<file path="config.mk">
export PLATFORM = sky130hd
export DESIGN_NAME = regulator_output_control_regs
export DESIGN_NICKNAME = d
export VERILOG_FILES = /design/src/common/regulator_output_control_pkg.sv /design/src/verilog/enable_pin_sync.sv /design/src/verilog/stepdown_voltage_decode.sv /design/src/verilog/regulator_output_control_regs.sv
export SDC_FILE = /design/constraint.sdc
export NUM_CORES = 1
export LEC_CHECK = 0
export ABC_CLOCK_PERIOD_IN_PS = 6500
export BUFFER_PORTS_ARGS = -buffer_cell sky130_fd_sc_hd__buf_2
export CAP_MARGIN = 20
export CELL_PAD_IN_SITES_DETAIL_PLACEMENT = 0
export CELL_PAD_IN_SITES_GLOBAL_PLACEMENT = 2
export CORE_ASPECT_RATIO = 1.4
export CORE_MARGIN = 10
export CORE_UTILIZATION = 38
export DETAILED_ROUTE_END_ITERATION = 10
export GPL_ROUTABILITY_DRIVEN = 0
export PLACE_DENSITY = 0.95
export SYNTH_ARGS = -nofsm -noshare
export SYNTH_HDL_FRONTEND = slang
export SYNTH_SLANG_ARGS = --single-unit
</file>
<file path="constraint.sdc">
create_clock -name core_clk_i -period 6.5 [get_ports core_clk_i]
set_input_delay 0 -clock core_clk_i [delete_from_list [all_inputs] [get_ports core_clk_i]]
set_output_delay 0 -clock core_clk_i [all_outputs]
set_load 0.005 [all_outputs]
</file>
<file path="src/common/regulator_output_control_pkg.sv">
/*
 * Constants and carrier types for the converter output control register bank.
 * Assumes a single clock domain and a simple synchronous register port driven
 * by the serial host bus front end, which lives outside this bank.
 */
// Notes on behaviour
// Three-bit peak current limit at bits five to three.
// Current limit writes apply at once while running.
// Three-bit slew select at bits two to zero.
// Limit and slew register resets to 0x1a.
// Host never writes voltage codes below 0x14.
// Codes 0x14 to 0x17 decode in 10 mV steps.
// Codes 0x18 to 0x9d decode in 5 mV steps.
// Codes 0x9e to 0xff decode in 20 mV steps.
// Separate voltage field per converter, same mapping.
// Boost voltage field at bits seven to six.
// Discharge resistor connects while boost disabled if set.
// Pin select gates boost enable with chosen pin.
// Bit zero is the boost enable request.
// Boost control register resets to 0x08.
// Voltage code registers reset to zero, then load stored defaults.
// Combined enable edges time startup and shutdown delays.
// Enable pins are synchronised before being combined.
// Host avoids reserved codes, keeps reserved bits.
package regulator_output_control_pkg;

    // Register offsets on the register port.
    localparam logic [7:0] OFS_STEPDOWN1_LIMIT_AND_SLEW = 8'h05;
    localparam logic [7:0] OFS_STEPDOWN0_VOLTAGE_CODE = 8'h06;
    localparam logic [7:0] OFS_STEPDOWN1_VOLTAGE_CODE = 8'h07;
    localparam logic [7:0] OFS_BOOSTER_CONTROL = 8'h08;

    // Values after reset.
    localparam logic [7:0] RST_STEPDOWN1_LIMIT_AND_SLEW = 8'h1a;
    localparam logic [7:0] RST_STEPDOWN0_VOLTAGE_CODE = 8'h00;
    localparam logic [7:0] RST_STEPDOWN1_VOLTAGE_CODE = 8'h00;
    localparam logic [7:0] RST_BOOSTER_CONTROL = 8'h08;

    // Bits that a stored-default load replaces; the others keep their value.
    localparam logic [7:0] OTP_MASK_LIMIT_AND_SLEW = 8'h3f;
    localparam logic [7:0] OTP_MASK_VOLTAGE_CODE = 8'hff;
    localparam logic [7:0] OTP_MASK_BOOSTER_CONTROL = 8'hc7;

    // Field positions.
    localparam int ILIM_LSB = 3;
    localparam int SLEW_LSB = 0;
    localparam int BOOSTER_VOLTAGE_FIELD_LSB = 6;
    localparam int BOOST_DISCHARGE_BIT = 3;
    localparam int BOOST_PIN_SEL_LSB = 1;
    localparam int BOOST_ENABLE_BIT = 0;

    // Reserved codes of the narrow fields.
    localparam logic [2:0] ILIM_RESERVED_CODE = 3'h7;
    localparam logic [2:0] SLEW_FIRST_LEGAL = 3'h2;

    // Voltage code breakpoints and the millivolt value at each range start.
    localparam logic [7:0] VCODE_RANGE0_FIRST = 8'h14;
    localparam logic [7:0] VCODE_RANGE1_FIRST = 8'h18;
    localparam logic [7:0] VCODE_RANGE2_FIRST = 8'h9e;
    localparam logic [11:0] VOLT_RANGE0_BASE_MV = 12'd700;
    localparam logic [11:0] VOLT_RANGE1_BASE_MV = 12'd735;
    localparam logic [11:0] VOLT_RANGE2_BASE_MV = 12'd1420;
    localparam logic [11:0] VOLT_RANGE0_STEP_MV = 12'd10;
    localparam logic [11:0] VOLT_RANGE1_STEP_MV = 12'd5;
    localparam logic [11:0] VOLT_RANGE2_STEP_MV = 12'd20;

    // Boost output voltage: base and step in millivolts.
    localparam logic [12:0] BOOST_BASE_MV = 13'd4900;
    localparam logic [12:0] BOOST_STEP_MV = 13'd100;

    // Depth of the enable pin synchroniser.
    localparam int SYNC_STAGES = 2;

    // Pin select codes of the boost enable gating.
    typedef enum logic [1:0] {
        PIN_SEL_NONE,
        PIN_SEL_ONE,
        PIN_SEL_TWO,
        PIN_SEL_THREE
    } pin_sel_t;

    // One request on the register port.
    typedef struct packed {
        logic wr;
        logic rd;
        logic [7:0] addr;
        logic [7:0] wdata;
    } reg_req_t;

    // The stored defaults presented by the one-time-programmable memory.
    typedef struct packed {
        logic [7:0] limit_and_slew;
        logic [7:0] stepdown0_code;
        logic [7:0] stepdown1_code;
        logic [7:0] booster_control;
    } otp_image_t;

endpackage : regulator_output_control_pkg

</file>
<file path="src/verilog/enable_pin_sync.sv">
/*
 * Multi-stage synchroniser for the external enable pins.
 * Assumes the pins are asynchronous levels; only the last stage is read.
 */
`timescale 1ns/1ps
`default_nettype none
module enable_pin_sync
    import regulator_output_control_pkg::*;
#(
    parameter int WIDTH = 3
) (
    input wire logic core_clk_i,
    input wire logic rst_i,
    input wire logic [WIDTH-1:0] pins_i,
    output logic [WIDTH-1:0] pins_sync_o
);

    // Stage chain; stage zero is read only by stage one.
    logic [WIDTH-1:0] stage_r [SYNC_STAGES];
    logic [WIDTH-1:0] stage_nxt [SYNC_STAGES];

    // Each stage takes the one before it.
    always_comb begin
        stage_nxt[0] = pins_i;
        for (int s = 1; s < SYNC_STAGES; s++) begin
            stage_nxt[s] = stage_r[s-1];
        end
    end

    // Stage registers clear to zero so no pin reads active out of reset.
    always_ff @(posedge core_clk_i or posedge rst_i) begin
        if (rst_i) begin
            for (int s = 0; s < SYNC_STAGES; s++) begin
                stage_r[s] <= '0;
            end
        end else begin
            for (int s = 0; s < SYNC_STAGES; s++) begin
                stage_r[s] <= stage_nxt[s];
            end
        end
    end

    assign pins_sync_o = stage_r[SYNC_STAGES-1];

endmodule : enable_pin_sync
`default_nettype wire

</file>
<file path="src/verilog/stepdown_voltage_decode.sv">
/*
 * Registered decoder from a step-down voltage code to millivolts.
 * Assumes the code is a steady register value; result lags it by one clock.
 */
`timescale 1ns/1ps
`default_nettype none
module stepdown_voltage_decode
    import regulator_output_control_pkg::*;
(
    input wire logic core_clk_i,
    input wire logic rst_i,
    input wire logic [7:0] code_i,
    output logic [11:0] millivolt_o,
    output logic reserved_o
);

    // Decoded value and reserved flag, registered.
    logic [11:0] millivolt_r;
    logic [11:0] millivolt_nxt;
    logic reserved_r;
    logic reserved_nxt;

    // Pick the range of the code, then scale its offset by the range step.
    always_comb begin
        reserved_nxt = 1'b0;
        if (code_i >= VCODE_RANGE2_FIRST) begin
            millivolt_nxt = VOLT_RANGE2_BASE_MV
                + 12'(VOLT_RANGE2_STEP_MV * 12'(code_i - VCODE_RANGE2_FIRST));
        end else if (code_i >= VCODE_RANGE1_FIRST) begin
            millivolt_nxt = VOLT_RANGE1_BASE_MV
                + 12'(VOLT_RANGE1_STEP_MV * 12'(code_i - VCODE_RANGE1_FIRST));
        end else if (code_i >= VCODE_RANGE0_FIRST) begin
            millivolt_nxt = VOLT_RANGE0_BASE_MV
                + 12'(VOLT_RANGE0_STEP_MV * 12'(code_i - VCODE_RANGE0_FIRST));
        end else begin
            // Reserved codes give no setpoint; the flag tells the loop to hold off.
            millivolt_nxt = '0;
            reserved_nxt = 1'b1;
        end
    end

    // Result register.
    always_ff @(posedge core_clk_i or posedge rst_i) begin
        if (rst_i) begin
            millivolt_r <= '0;
            reserved_r <= 1'b1;
        end else begin
            millivolt_r <= millivolt_nxt;
            reserved_r <= reserved_nxt;
        end
    end

    assign millivolt_o = millivolt_r;
    assign reserved_o = reserved_r;

endmodule : stepdown_voltage_decode
`default_nettype wire

</file>
<file path="src/verilog/regulator_output_control_regs.sv">
/*
 * Control registers for the second step-down converter's limit and slew,
 * both step-down voltage codes, and the boost converter.
 * Assumes a synchronous register port from the host bus front end, a stored
 * default load strobe from the one-time-programmable memory, and
 * asynchronous external enable pins.
 */
`timescale 1ns/1ps
`default_nettype none
module regulator_output_control_regs
    import regulator_output_control_pkg::*;
(
    input wire logic core_clk_i,
    input wire logic rst_i,
    input wire reg_req_t reg_req_i,
    output logic [7:0] rdata_o,
    output logic rvalid_o,
    input wire logic otp_load_i,
    input wire otp_image_t otp_image_i,
    input wire logic enable_pin_one_i,
    input wire logic enable_pin_two_i,
    input wire logic enable_pin_three_i,
    output logic [2:0] stepdown1_peak_current_limit_o,
    output logic [2:0] stepdown1_slew_select_o,
    output logic stepdown1_limit_reserved_o,
    output logic stepdown1_slew_reserved_o,
    output logic [7:0] stepdown0_voltage_field_o,
    output logic [7:0] stepdown1_voltage_field_o,
    output logic [11:0] stepdown0_millivolt_o,
    output logic [11:0] stepdown1_millivolt_o,
    output logic stepdown0_code_reserved_o,
    output logic stepdown1_code_reserved_o,
    output logic [1:0] booster_voltage_field_o,
    output logic [12:0] booster_millivolt_o,
    output logic booster_enable_o,
    output logic booster_enable_rise_o,
    output logic booster_enable_fall_o,
    output logic booster_discharge_o
);

    // Software-visible registers.
    logic [7:0] limit_and_slew_r;
    logic [7:0] limit_and_slew_nxt;
    logic [7:0] stepdown0_code_r;
    logic [7:0] stepdown0_code_nxt;
    logic [7:0] stepdown1_code_r;
    logic [7:0] stepdown1_code_nxt;
    logic [7:0] booster_control_r;
    logic [7:0] booster_control_nxt;

    // Read data path.
    logic [7:0] rdata_r;
    logic [7:0] rdata_nxt;
    logic rvalid_r;
    logic rvalid_nxt;

    // Boost decision and its previous value for edge detection.
    logic enable_r;
    logic enable_nxt;
    logic discharge_r;
    logic discharge_nxt;
    logic rise_r;
    logic rise_nxt;
    logic fall_r;
    logic fall_nxt;

    // Synchronised enable pins, bit zero is pin one.
    logic [2:0] pins_sync;
    pin_sel_t pin_sel;
    logic pin_gate;

    // Merges a write or stored-default load into a register; load wins.
    function automatic logic [7:0] merge(input logic [7:0] cur, input logic hit,
                                         input logic [7:0] wdata, input logic [7:0] img,
                                         input logic [7:0] mask);
        logic [7:0] val;
        val = hit ? wdata : cur;
        if (otp_load_i) begin
            val = (cur & ~mask) | (img & mask);
        end
        return val;
    endfunction : merge

    // Register image at an offset; unmapped offsets read as zero.
    function automatic logic [7:0] read_mux(input logic [7:0] addr);
        logic [7:0] val;
        val = 8'h00;
        unique case (addr)
            OFS_STEPDOWN1_LIMIT_AND_SLEW: val = limit_and_slew_r;
            OFS_STEPDOWN0_VOLTAGE_CODE: val = stepdown0_code_r;
            OFS_STEPDOWN1_VOLTAGE_CODE: val = stepdown1_code_r;
            OFS_BOOSTER_CONTROL: val = booster_control_r;
            default: val = 8'h00;
        endcase
        return val;
    endfunction : read_mux

    // Bring the three pins into the clock domain before they gate anything.
    enable_pin_sync #(
        .WIDTH(3)
    ) u_pin_sync (
        .core_clk_i(core_clk_i),
        .rst_i(rst_i),
        .pins_i({enable_pin_three_i, enable_pin_two_i, enable_pin_one_i}),
        .pins_sync_o(pins_sync)
    );

    // The two step-down converters share one mapping through two decoders.
    stepdown_voltage_decode u_decode0 (
        .core_clk_i(core_clk_i),
        .rst_i(rst_i),
        .code_i(stepdown0_code_r),
        .millivolt_o(stepdown0_millivolt_o),
        .reserved_o(stepdown0_code_reserved_o)
    );

    stepdown_voltage_decode u_decode1 (
        .core_clk_i(core_clk_i),
        .rst_i(rst_i),
        .code_i(stepdown1_code_r),
        .millivolt_o(stepdown1_millivolt_o),
        .reserved_o(stepdown1_code_reserved_o)
    );

    // Register writes; each offset touches its own register only.
    always_comb begin
        limit_and_slew_nxt = merge(limit_and_slew_r,
            reg_req_i.wr && reg_req_i.addr == OFS_STEPDOWN1_LIMIT_AND_SLEW,
            reg_req_i.wdata, otp_image_i.limit_and_slew, OTP_MASK_LIMIT_AND_SLEW);
        stepdown0_code_nxt = merge(stepdown0_code_r,
            reg_req_i.wr && reg_req_i.addr == OFS_STEPDOWN0_VOLTAGE_CODE,
            reg_req_i.wdata, otp_image_i.stepdown0_code, OTP_MASK_VOLTAGE_CODE);
        stepdown1_code_nxt = merge(stepdown1_code_r,
            reg_req_i.wr && reg_req_i.addr == OFS_STEPDOWN1_VOLTAGE_CODE,
            reg_req_i.wdata, otp_image_i.stepdown1_code, OTP_MASK_VOLTAGE_CODE);
        booster_control_nxt = merge(booster_control_r,
            reg_req_i.wr && reg_req_i.addr == OFS_BOOSTER_CONTROL,
            reg_req_i.wdata, otp_image_i.booster_control, OTP_MASK_BOOSTER_CONTROL);
    end

    // Registers take the documented reset values, stored defaults come later.
    always_ff @(posedge core_clk_i or posedge rst_i) begin
        if (rst_i) begin
            limit_and_slew_r <= RST_STEPDOWN1_LIMIT_AND_SLEW;
            stepdown0_code_r <= RST_STEPDOWN0_VOLTAGE_CODE;
            stepdown1_code_r <= RST_STEPDOWN1_VOLTAGE_CODE;
            booster_control_r <= RST_BOOSTER_CONTROL;
        end else begin
            limit_and_slew_r <= limit_and_slew_nxt;
            stepdown0_code_r <= stepdown0_code_nxt;
            stepdown1_code_r <= stepdown1_code_nxt;
            booster_control_r <= booster_control_nxt;
        end
    end

    // Read answers one clock after the request.
    always_comb begin
        rvalid_nxt = reg_req_i.rd;
        rdata_nxt = reg_req_i.rd ? read_mux(reg_req_i.addr) : rdata_r;
    end

    always_ff @(posedge core_clk_i or posedge rst_i) begin
        if (rst_i) begin
            rdata_r <= 8'h00;
            rvalid_r <= 1'b0;
        end else begin
            rdata_r <= rdata_nxt;
            rvalid_r <= rvalid_nxt;
        end
    end

    // Pin gating: select code picks which synchronised pin must be high.
    assign pin_sel = pin_sel_t'(booster_control_r[BOOST_PIN_SEL_LSB +: 2]);

    always_comb begin
        unique case (pin_sel)
            PIN_SEL_NONE: pin_gate = 1'b1;
            PIN_SEL_ONE: pin_gate = pins_sync[0];
            PIN_SEL_TWO: pin_gate = pins_sync[1];
            PIN_SEL_THREE: pin_gate = pins_sync[2];
        endcase
    end

    // Combined enable, discharge control, and edge pulses for the delay timers.
    always_comb begin
        enable_nxt = booster_control_r[BOOST_ENABLE_BIT] && pin_gate;
        discharge_nxt = booster_control_r[BOOST_DISCHARGE_BIT] && !enable_nxt;
        rise_nxt = enable_nxt && !enable_r;
        fall_nxt = !enable_nxt && enable_r;
    end

    // The enable starts low so no edge is reported at reset release.
    always_ff @(posedge core_clk_i or posedge rst_i) begin
        if (rst_i) begin
            enable_r <= 1'b0;
            discharge_r <= 1'b1;
            rise_r <= 1'b0;
            fall_r <= 1'b0;
        end else begin
            enable_r <= enable_nxt;
            discharge_r <= discharge_nxt;
            rise_r <= rise_nxt;
            fall_r <= fall_nxt;
        end
    end

    // Setpoint outputs straight from the registers so writes act at once.
    assign stepdown1_peak_current_limit_o = limit_and_slew_r[ILIM_LSB +: 3];
    assign stepdown1_slew_select_o = limit_and_slew_r[SLEW_LSB +: 3];
    assign stepdown1_limit_reserved_o = (stepdown1_peak_current_limit_o == ILIM_RESERVED_CODE);
    assign stepdown1_slew_reserved_o = (stepdown1_slew_select_o < SLEW_FIRST_LEGAL);
    assign stepdown0_voltage_field_o = stepdown0_code_r;
    assign stepdown1_voltage_field_o = stepdown1_code_r;
    assign booster_voltage_field_o = booster_control_r[BOOSTER_VOLTAGE_FIELD_LSB +: 2];
    assign booster_millivolt_o = BOOST_BASE_MV
        + 13'(BOOST_STEP_MV * 13'(booster_voltage_field_o));
    assign booster_enable_o = enable_r;
    assign booster_discharge_o = discharge_r;
    assign booster_enable_rise_o = rise_r;
    assign booster_enable_fall_o = fall_r;
    assign rdata_o = rdata_r;
    assign rvalid_o = rvalid_r;

    // Checks on the behaviour above.
    logic pin1_gate_ok;
    assign pin1_gate_ok = booster_control_r[BOOST_ENABLE_BIT] && pin_sel == PIN_SEL_ONE
        && enable_pin_one_i;

    property p_reset_values;
        @(posedge core_clk_i) $fell(rst_i) |-> limit_and_slew_r == 8'h1a
            && booster_control_r == 8'h08 && stepdown0_code_r == 8'h00;
    endproperty
    a_reset_values: assert property (p_reset_values) else $error("bad reset values");

    property p_limit_write;
        @(posedge core_clk_i) disable iff (rst_i)
        reg_req_i.wr && reg_req_i.addr == 8'h05 && !otp_load_i
            |=> stepdown1_peak_current_limit_o == $past(reg_req_i.wdata[5:3])
                && stepdown1_slew_select_o == $past(reg_req_i.wdata[2:0]);
    endproperty
    a_limit_write: assert property (p_limit_write) else $error("limit write lost");

    property p_code_isolated;
        @(posedge core_clk_i) disable iff (rst_i)
        reg_req_i.wr && reg_req_i.addr == 8'h07 && !otp_load_i
            |=> $stable(stepdown0_code_r) && stepdown1_code_r == $past(reg_req_i.wdata);
    endproperty
    a_code_isolated: assert property (p_code_isolated) else $error("codes not separate");

    property p_decode_low;
        @(posedge core_clk_i) disable iff (rst_i)
        stepdown0_code_r == 8'h17 |=> stepdown0_millivolt_o == 12'd730;
    endproperty
    a_decode_low: assert property (p_decode_low) else $error("0x17 not 730 mV");

    property p_decode_mid;
        @(posedge core_clk_i) disable iff (rst_i)
        stepdown0_code_r == 8'h9d |=> stepdown0_millivolt_o == 12'd1400;
    endproperty
    a_decode_mid: assert property (p_decode_mid) else $error("0x9d not 1400 mV");

    property p_decode_high;
        @(posedge core_clk_i) disable iff (rst_i)
        stepdown1_code_r == 8'hff |=> stepdown1_millivolt_o == 12'd3360;
    endproperty
    a_decode_high: assert property (p_decode_high) else $error("0xff not 3360 mV");

    property p_enable_off;
        @(posedge core_clk_i) disable iff (rst_i)
        !booster_control_r[0] |=> !booster_enable_o;
    endproperty
    a_enable_off: assert property (p_enable_off) else $error("boost on without bit");

    property p_pin_latency;
        @(posedge core_clk_i) disable iff (rst_i)
        $rose(enable_pin_one_i) && pin1_gate_ok ##1 pin1_gate_ok [*2] |=> booster_enable_o;
    endproperty
    a_pin_latency: assert property (p_pin_latency) else $error("pin gate too slow");

    property p_discharge;
        @(posedge core_clk_i) disable iff (rst_i)
        ##1 booster_discharge_o == (booster_control_r[3] && !booster_enable_o)
            || $changed(booster_control_r);
    endproperty
    a_discharge: assert property (p_discharge) else $error("discharge mismatch");

    property p_rise_pulse;
        @(posedge core_clk_i) disable iff (rst_i)
        $rose(booster_enable_o) |-> booster_enable_rise_o ##1 !booster_enable_rise_o;
    endproperty
    a_rise_pulse: assert property (p_rise_pulse) else $error("no rise pulse");

    c_boost_on: cover property (@(posedge core_clk_i) disable iff (rst_i)
        $rose(booster_enable_o));
    c_boost_off: cover property (@(posedge core_clk_i) disable iff (rst_i)
        booster_enable_fall_o);
    c_otp_load: cover property (@(posedge core_clk_i) disable iff (rst_i) otp_load_i);
    c_read: cover property (@(posedge core_clk_i) disable iff (rst_i)
        rvalid_o && rdata_o != 8'h00);

endmodule : regulator_output_control_regs
`default_nettype wire

</file>
# Word level (Yosys, flattened, before mapping)
# Cells that the tools add are included.
[totals]
reg_bits = 77
input_bits = 56
output_inout_bits = 78
wordCells = 90
[classes]
addsub = 13
n_mul = 7
magnitude_cmp = 7
eq_ne = 8
n_mux = 22
n_bitwise = 2
n_reduce_logical = 15
[ops]
columns = ["cell", "n"]
rows = [
  ["$mux W12", 6],
  ["$mux W8", 8],
  ["$add A10 B12 Y12 const A", 4],
  ["$sub A8 B5 Y9 const B", 4],
  ["$ge A8 B5 Y1 const B", 4],
  ["$pmux W8 S4", 1],
  ["$add A11 B12 Y12 const A", 2],
  ["$eq A8 B3 Y1 const B", 3],
  ["$mul A3 B12 Y10 const A", 2],
  ["$mul A3 B12 Y11 const A", 2],
  ["$mul A3 B12 Y12 const A", 2],
  ["$sub A8 B8 Y9 const B", 2],
  ["$ge A8 B8 Y1 const B", 2],
  ["$add A13 B9 Y13 const A", 1],
  ["$eq A8 B4 Y1 const B", 1],
  ["$logic_and A1 B1 Y1", 8],
  ["$or A6 B8 Y8", 1],
  ["$or A8 B6 Y8", 1],
  ["$reduce_bool A2 Y1", 4],
  ["$mul A5 B2 Y7 const A", 1],
  ["$mux W1", 6],
  ["$eq A2 B2 Y1 const B", 2],
  ["$pmux W1 S4", 1],
  ["$eq A3 B3 Y1 const B", 1],
  ["4 further kinds", 5],
]

# Depth between registers and ports, before layout
[logic_depth]
depth_word = 6
mapped_depth = 15
depth_no_buf = 14

# Cells and area by module
# From an unflattened synthesis, not the netlist that was laid out.
[unflattened]
cells_unflattened = 832
hier_area_um2 = 7825.0
[by_module_without_submodules]
columns = ["mod", "instances", "cells_per_inst", "area_per_inst_um2", "seq_area_each_um2"]
rows = [
  ["stepdown_voltage_decode at u_decode1", 1, 291, 2602.5, 326.6],
  ["stepdown_voltage_decode at u_decode0", 1, 299, 2558.7, 326.6],
  ["regulator_output_control_regs", 1, 235, 2509.9, 1132.3],
  ["enable_pin_sync", 1, 7, 153.9, 150.1],
]

# Worst setup path before layout
# OpenSTA, ideal clock, no wires.
[synth_timing]
path_kind = "flip-flop to flip-flop"
startpoint = "register stepdown1_code_r[2] (netlist: stepdown1_voltage_field_o[2])"
endpoint = "register u_decode1.millivolt_r[10] (netlist: u_decode1.millivolt_o[10])"
setup_ps = 137
arrival_ps = 3330
required_ps = 6363
setup_slack_ps = 3033
stages_incl_launch_ff = 15
path_buffers = 0
synth_period_minus_slack_ps = 3467
path_cell_list = "dfrtp_1 inv_1 ha_1 nor2b_1 nor2_1 xor2_1 ha_1 ha_1 or2_2 o211ai_1 or4b_1 o311a_1 xor2_1 a221oi_1 a21oi_1"
[synth_via]
elab_chain_cells = 6
word_cells_on_any_way = 15
cone_classes = "6 x add/sub; 3 x mul; 3 x order compare; 3 x mux"
[synth_rtl]
columns = ["element", "line", "source"]
rows = [
  ["from (decl)", "regulator_output_control_regs.sv:46", "logic [7:0] stepdown1_code_r;"],
  ["from (signal assigned)", "regulator_output_control_regs.sv:151", "stepdown1_code_r <= stepdown1_code_nxt;"],
  ["$sub A8 B5 Y9", "stepdown_voltage_decode.sv:34", "+ 12'(VOLT_RANGE0_STEP_MV * 12'(code_i - VCODE_RANGE0_FIRST));"],
  ["$mul A3 B12 Y11", "stepdown_voltage_decode.sv:34", ""],
  ["$add A10 B12 Y12", "stepdown_voltage_decode.sv:34", ""],
  ["$mux W12", "stepdown_voltage_decode.sv:32", "end else if (code_i >= VCODE_RANGE0_FIRST) begin"],
  ["$mux W12", "stepdown_voltage_decode.sv:29", "end else if (code_i >= VCODE_RANGE1_FIRST) begin"],
  ["$mux W12 *", "stepdown_voltage_decode.sv:26", "if (code_i >= VCODE_RANGE2_FIRST) begin"],
  ["net u_decode1.millivolt_nxt[10]", "stepdown_voltage_decode.sv:19", "logic [11:0] millivolt_nxt;"],
  ["to (signal assigned)", "stepdown_voltage_decode.sv:48", "millivolt_r <= millivolt_nxt;"],
  ["to (decl)", "stepdown_voltage_decode.sv:18", "logic [11:0] millivolt_r;"],
]
# The timed path passes the listed nets; every way through them passes the cells marked *.
# A chain may end at the register's enable or synchronous reset.

# Final worst setup path
[layout_timing]
startpoint = "register stepdown1_code_r[3] (netlist: stepdown1_voltage_field_o[3])"
endpoint = "register u_decode1.millivolt_r[10] (netlist: u_decode1.millivolt_o[10])"
# Same word-level chain as after synthesis.

==> flow_summary.toml <==
[finish]
drive_above_1_share_pct = 18.2
layout.nets = 1143
fill_cells = 1931
final_cell_mix = "buf_2 (124), ha_1 (108), dfrtp_1 (70)"
multiInputGateArea_um2 = 5150
layout_commonest_cell = "buf_2"
syn2layout_area_growth_pct = 18.3
postLayoutCellArea_um2 = 8950
fin_cells = 1221
seq_area_um2 = 1940

[die]
die_w_um = 139
initial_core_util_pct = 38.4
ios = 134
coreArea_um2 = 19700
row_count = 61
die_height_um = 187
dieArea_um2 = 26000

[sta]
fin_hold_ws_ns = 0.00957
maxSlewHeadroom_pct = 36.6
clock-skew-final_ns = 0.00520
setup_tns_ns = 0
setup_viol = 0
slew_viol_final = 0
hold_violations = 0
max_freq_mhz = 241
fin_crit_ns = 4.14
worst_slack_ns = 2.36
min_period_over_period_pct = 63.7
max_slew.worst_pin.slew_ns = 0.950
rsz0062_at_grt = "false"

[routing]
drcViolationCount = 0
drtIter0Drc = 294
wl_per_cell_um = 18.3
top_layer_used = "met4"
drtPass1Iterations = 4
wirelength_um = 22400
routed-wl-met3_um = 911
met1_length_um = 8810
vias = 6537
vias_per_cell = 5.35
ant_nets = 0
wl_met2_um = 11800

[worst_setup_path]
cp-start-kind = "flip-flop"
r2r_slack_ns = 2.36
cp-end-kind = "flip-flop"
worstPathMaxFanout = 11
worstPathArrival_ns = 4.34
path_cells = "inv_1 > ha_1 > a21oi_1 > nand2_1 > xnor2_1 > ha_1 > ha_1 > nor2b_1 > or3b_2 > nand3_1 > a21oi_1 > xor2_1 > a221oi_1 > a21oi_1"
max_stage_delay_ns = 0.67
critical_path_class = "flip-flop to flip-flop"
worstPathRequired_ns = 6.70
cp_slowest_cell = "dfrtp_1"

[yosys]
synth-main-ff-cell = "dfrtp_1"
seq_area_frac_synth_pct = 25.6
postSynthAreaPerCell_um2 = 9.10
synth_edf_count = 0
ys_ff_latch = 77
synthArstFlopShare_pct = 100
syn_area_um2 = 7560
syn_inst = 831
synth_cell_types = 66
synth-warning-count = 0

[placement]
dpl.hpwl_um = 17600
dp.cells = 1166
placed_cell_area_um2 = 8280
pre_cts_ws_ns = 2.37
io_buffer_count = 124

[status]
outcome = "finished, final reports clean"

[clock_tree]
clock_latency_ns = 0.35
cts_made_buffers = 9
clkSlewWorstSetupHoldPaths_ns = 0.07
cts.sinks = 77
cts_tree = "done"
htreeDepth = 3
post_cts_resized = 0
cts-root-buf = "clkbuf_16"
cts_buffer_depth = 2

[grt]
grt_max_degree = 73
grt_pass1_wl_um = 36200
antenna_found_initial = 1
grt_overflow = 0
grt_use_total_pct = 16.9
grt_pass1_vias = 6953

[min_path]
min_path_type = "input port to flip-flop"

[flow_run]
drv_cap = 0

[pwr]
power.leakage_nw = 4.31
power_density_nw_per_um2 = 355
irDropWorstVdd_mv = 0.198
## worst max-delay path: cells and delay by family, from the launching register on
kind	cells	cell delay, ns
buffers and inverters	1	0.25
AO/OA/AOI/OAI	4	0.76
XOR/XNOR	2	0.47
flip-flops	1	0.67
AND/OR/NAND/NOR	4	0.92
adder cells (fa/ha/maj)	3	0.93
## worst paths after layout
kind                                               from                           end  cells past startpoint
setup / recovery           stepdown1_voltage_field_o[3]     u_decode1.millivolt_o[10]                     14
hold / removal                          otp_image_i[11]  stepdown1_voltage_field_o[3]                      3
setup reg to reg           stepdown1_voltage_field_o[3]     u_decode1.millivolt_o[10]                     14
hold reg to reg                 u_pin_sync.stage_nxt[2]     u_pin_sync.pins_sync_o[2]                      0
max in group asynchronous                         rst_i  stepdown0_voltage_field_o[6]                      4
min in group asynchronous                         rst_i     u_decode0.millivolt_o[10]                      3
## metrics by stage
stage                     total power, W  util, %
after floorplan                  0.00214        -
after global placement           0.00264     42.0
after detailed placement         0.00265     42.0
after CTS                        0.00319     45.4
after global routing             0.00347     45.4
final                            0.00317     45.4
## state kept, by name, indices dropped and copies added, names as in the netlist, 3 cells and up
signal                     cells
u_pin_sync.pins_sync_o         3
booster_control_r              8
rdata_o                        8
stepdown0_voltage_field_o      8
u_pin_sync.stage_nxt           3
u_decode0.millivolt_o         12
u_decode1.millivolt_o         12
stepdown1_voltage_field_o      8
limit_and_slew_r               8
## per-layer routing
metal / vias to the layer above / track usage, %
met2: 173 / 30.6
met5: - / 0
met3: 36 / 3.23
met4: 0 / 7.76
li1: 3198 / -
met1: 3130 / 18.5
## repair_timing
item                      CTS  global route
hold buffers               36             0
hold endpoints to repair   46             0
buffers inserted            0             0
## Yosys cell counts (all sizes together), types with 5 or more instances
| library cell | instances | area, µm² |
|---|---|---|
| ha | 108 | 1350 |
| dfrtp | 70 | 1750 |
| nand2 | 68 | 255 |
| inv | 63 | 236 |
| o21ai | 55 | 275 |
| xnor2 | 53 | 464 |
| a21oi | 47 | 246 |
| nor2 | 38 | 145 |
| xor2 | 34 | 298 |
| buf | 30 | 190 |
| mux2i | 28 | 280 |
| a221oi | 17 | 149 |
| clkbuf | 16 | 60.1 |
| fa | 16 | 320 |
| nor2b | 16 | 100 |
| a21o | 13 | 97.6 |
| nor3 | 12 | 60.1 |
| nand3 | 11 | 55.1 |
| o22ai | 11 | 68.8 |
| mux2 | 10 | 113 |
| a211oi | 9 | 77.6 |
| a222oi | 8 | 80.1 |
| dfstp | 7 | 184 |
| o211ai | 7 | 57.6 |
| and3 | 6 | 37.5 |
| o21a | 6 | 45.0 |
| o21bai | 6 | 45.0 |
| or2 | 6 | 37.5 |
| nand2b | 5 | 31.3 |
| or3 | 5 | 36.3 |
## final cells by class
type,count,area share [%]
Sequential cell,77,21.6
Inverter,63,2.66
Antenna cell,1,0.0280
Clock inverter,7,0.741
Tap cell,252,3.52
Clock buffer,9,2.52
Multi-Input combinational cell,647,57.5
Timing Repair Buffer,165,11.4
## report_power, final
part / switching [W] / total [W] / internal, W
sequential: 0.0000731 / 0.000645 / 0.000572
combinational: 0.00112 / 0.00203 / 0.000908
clock: 0.000233 / 0.000500 / 0.000267
## cell families after synthesis
family	after synthesis	synth area share, %
AO/OA/AOI/OAI	204	18.0
buffers and inverters	109	6.44
XOR/XNOR	88	10.4
multiplexers	38	5.20
adder cells (fa/ha/maj)	124	22.1
other	2	0.0993
flip-flops	77	25.6
AND/OR/NAND/NOR	189	12.2
Note: power is estimated with default switching activity, not from simulation.
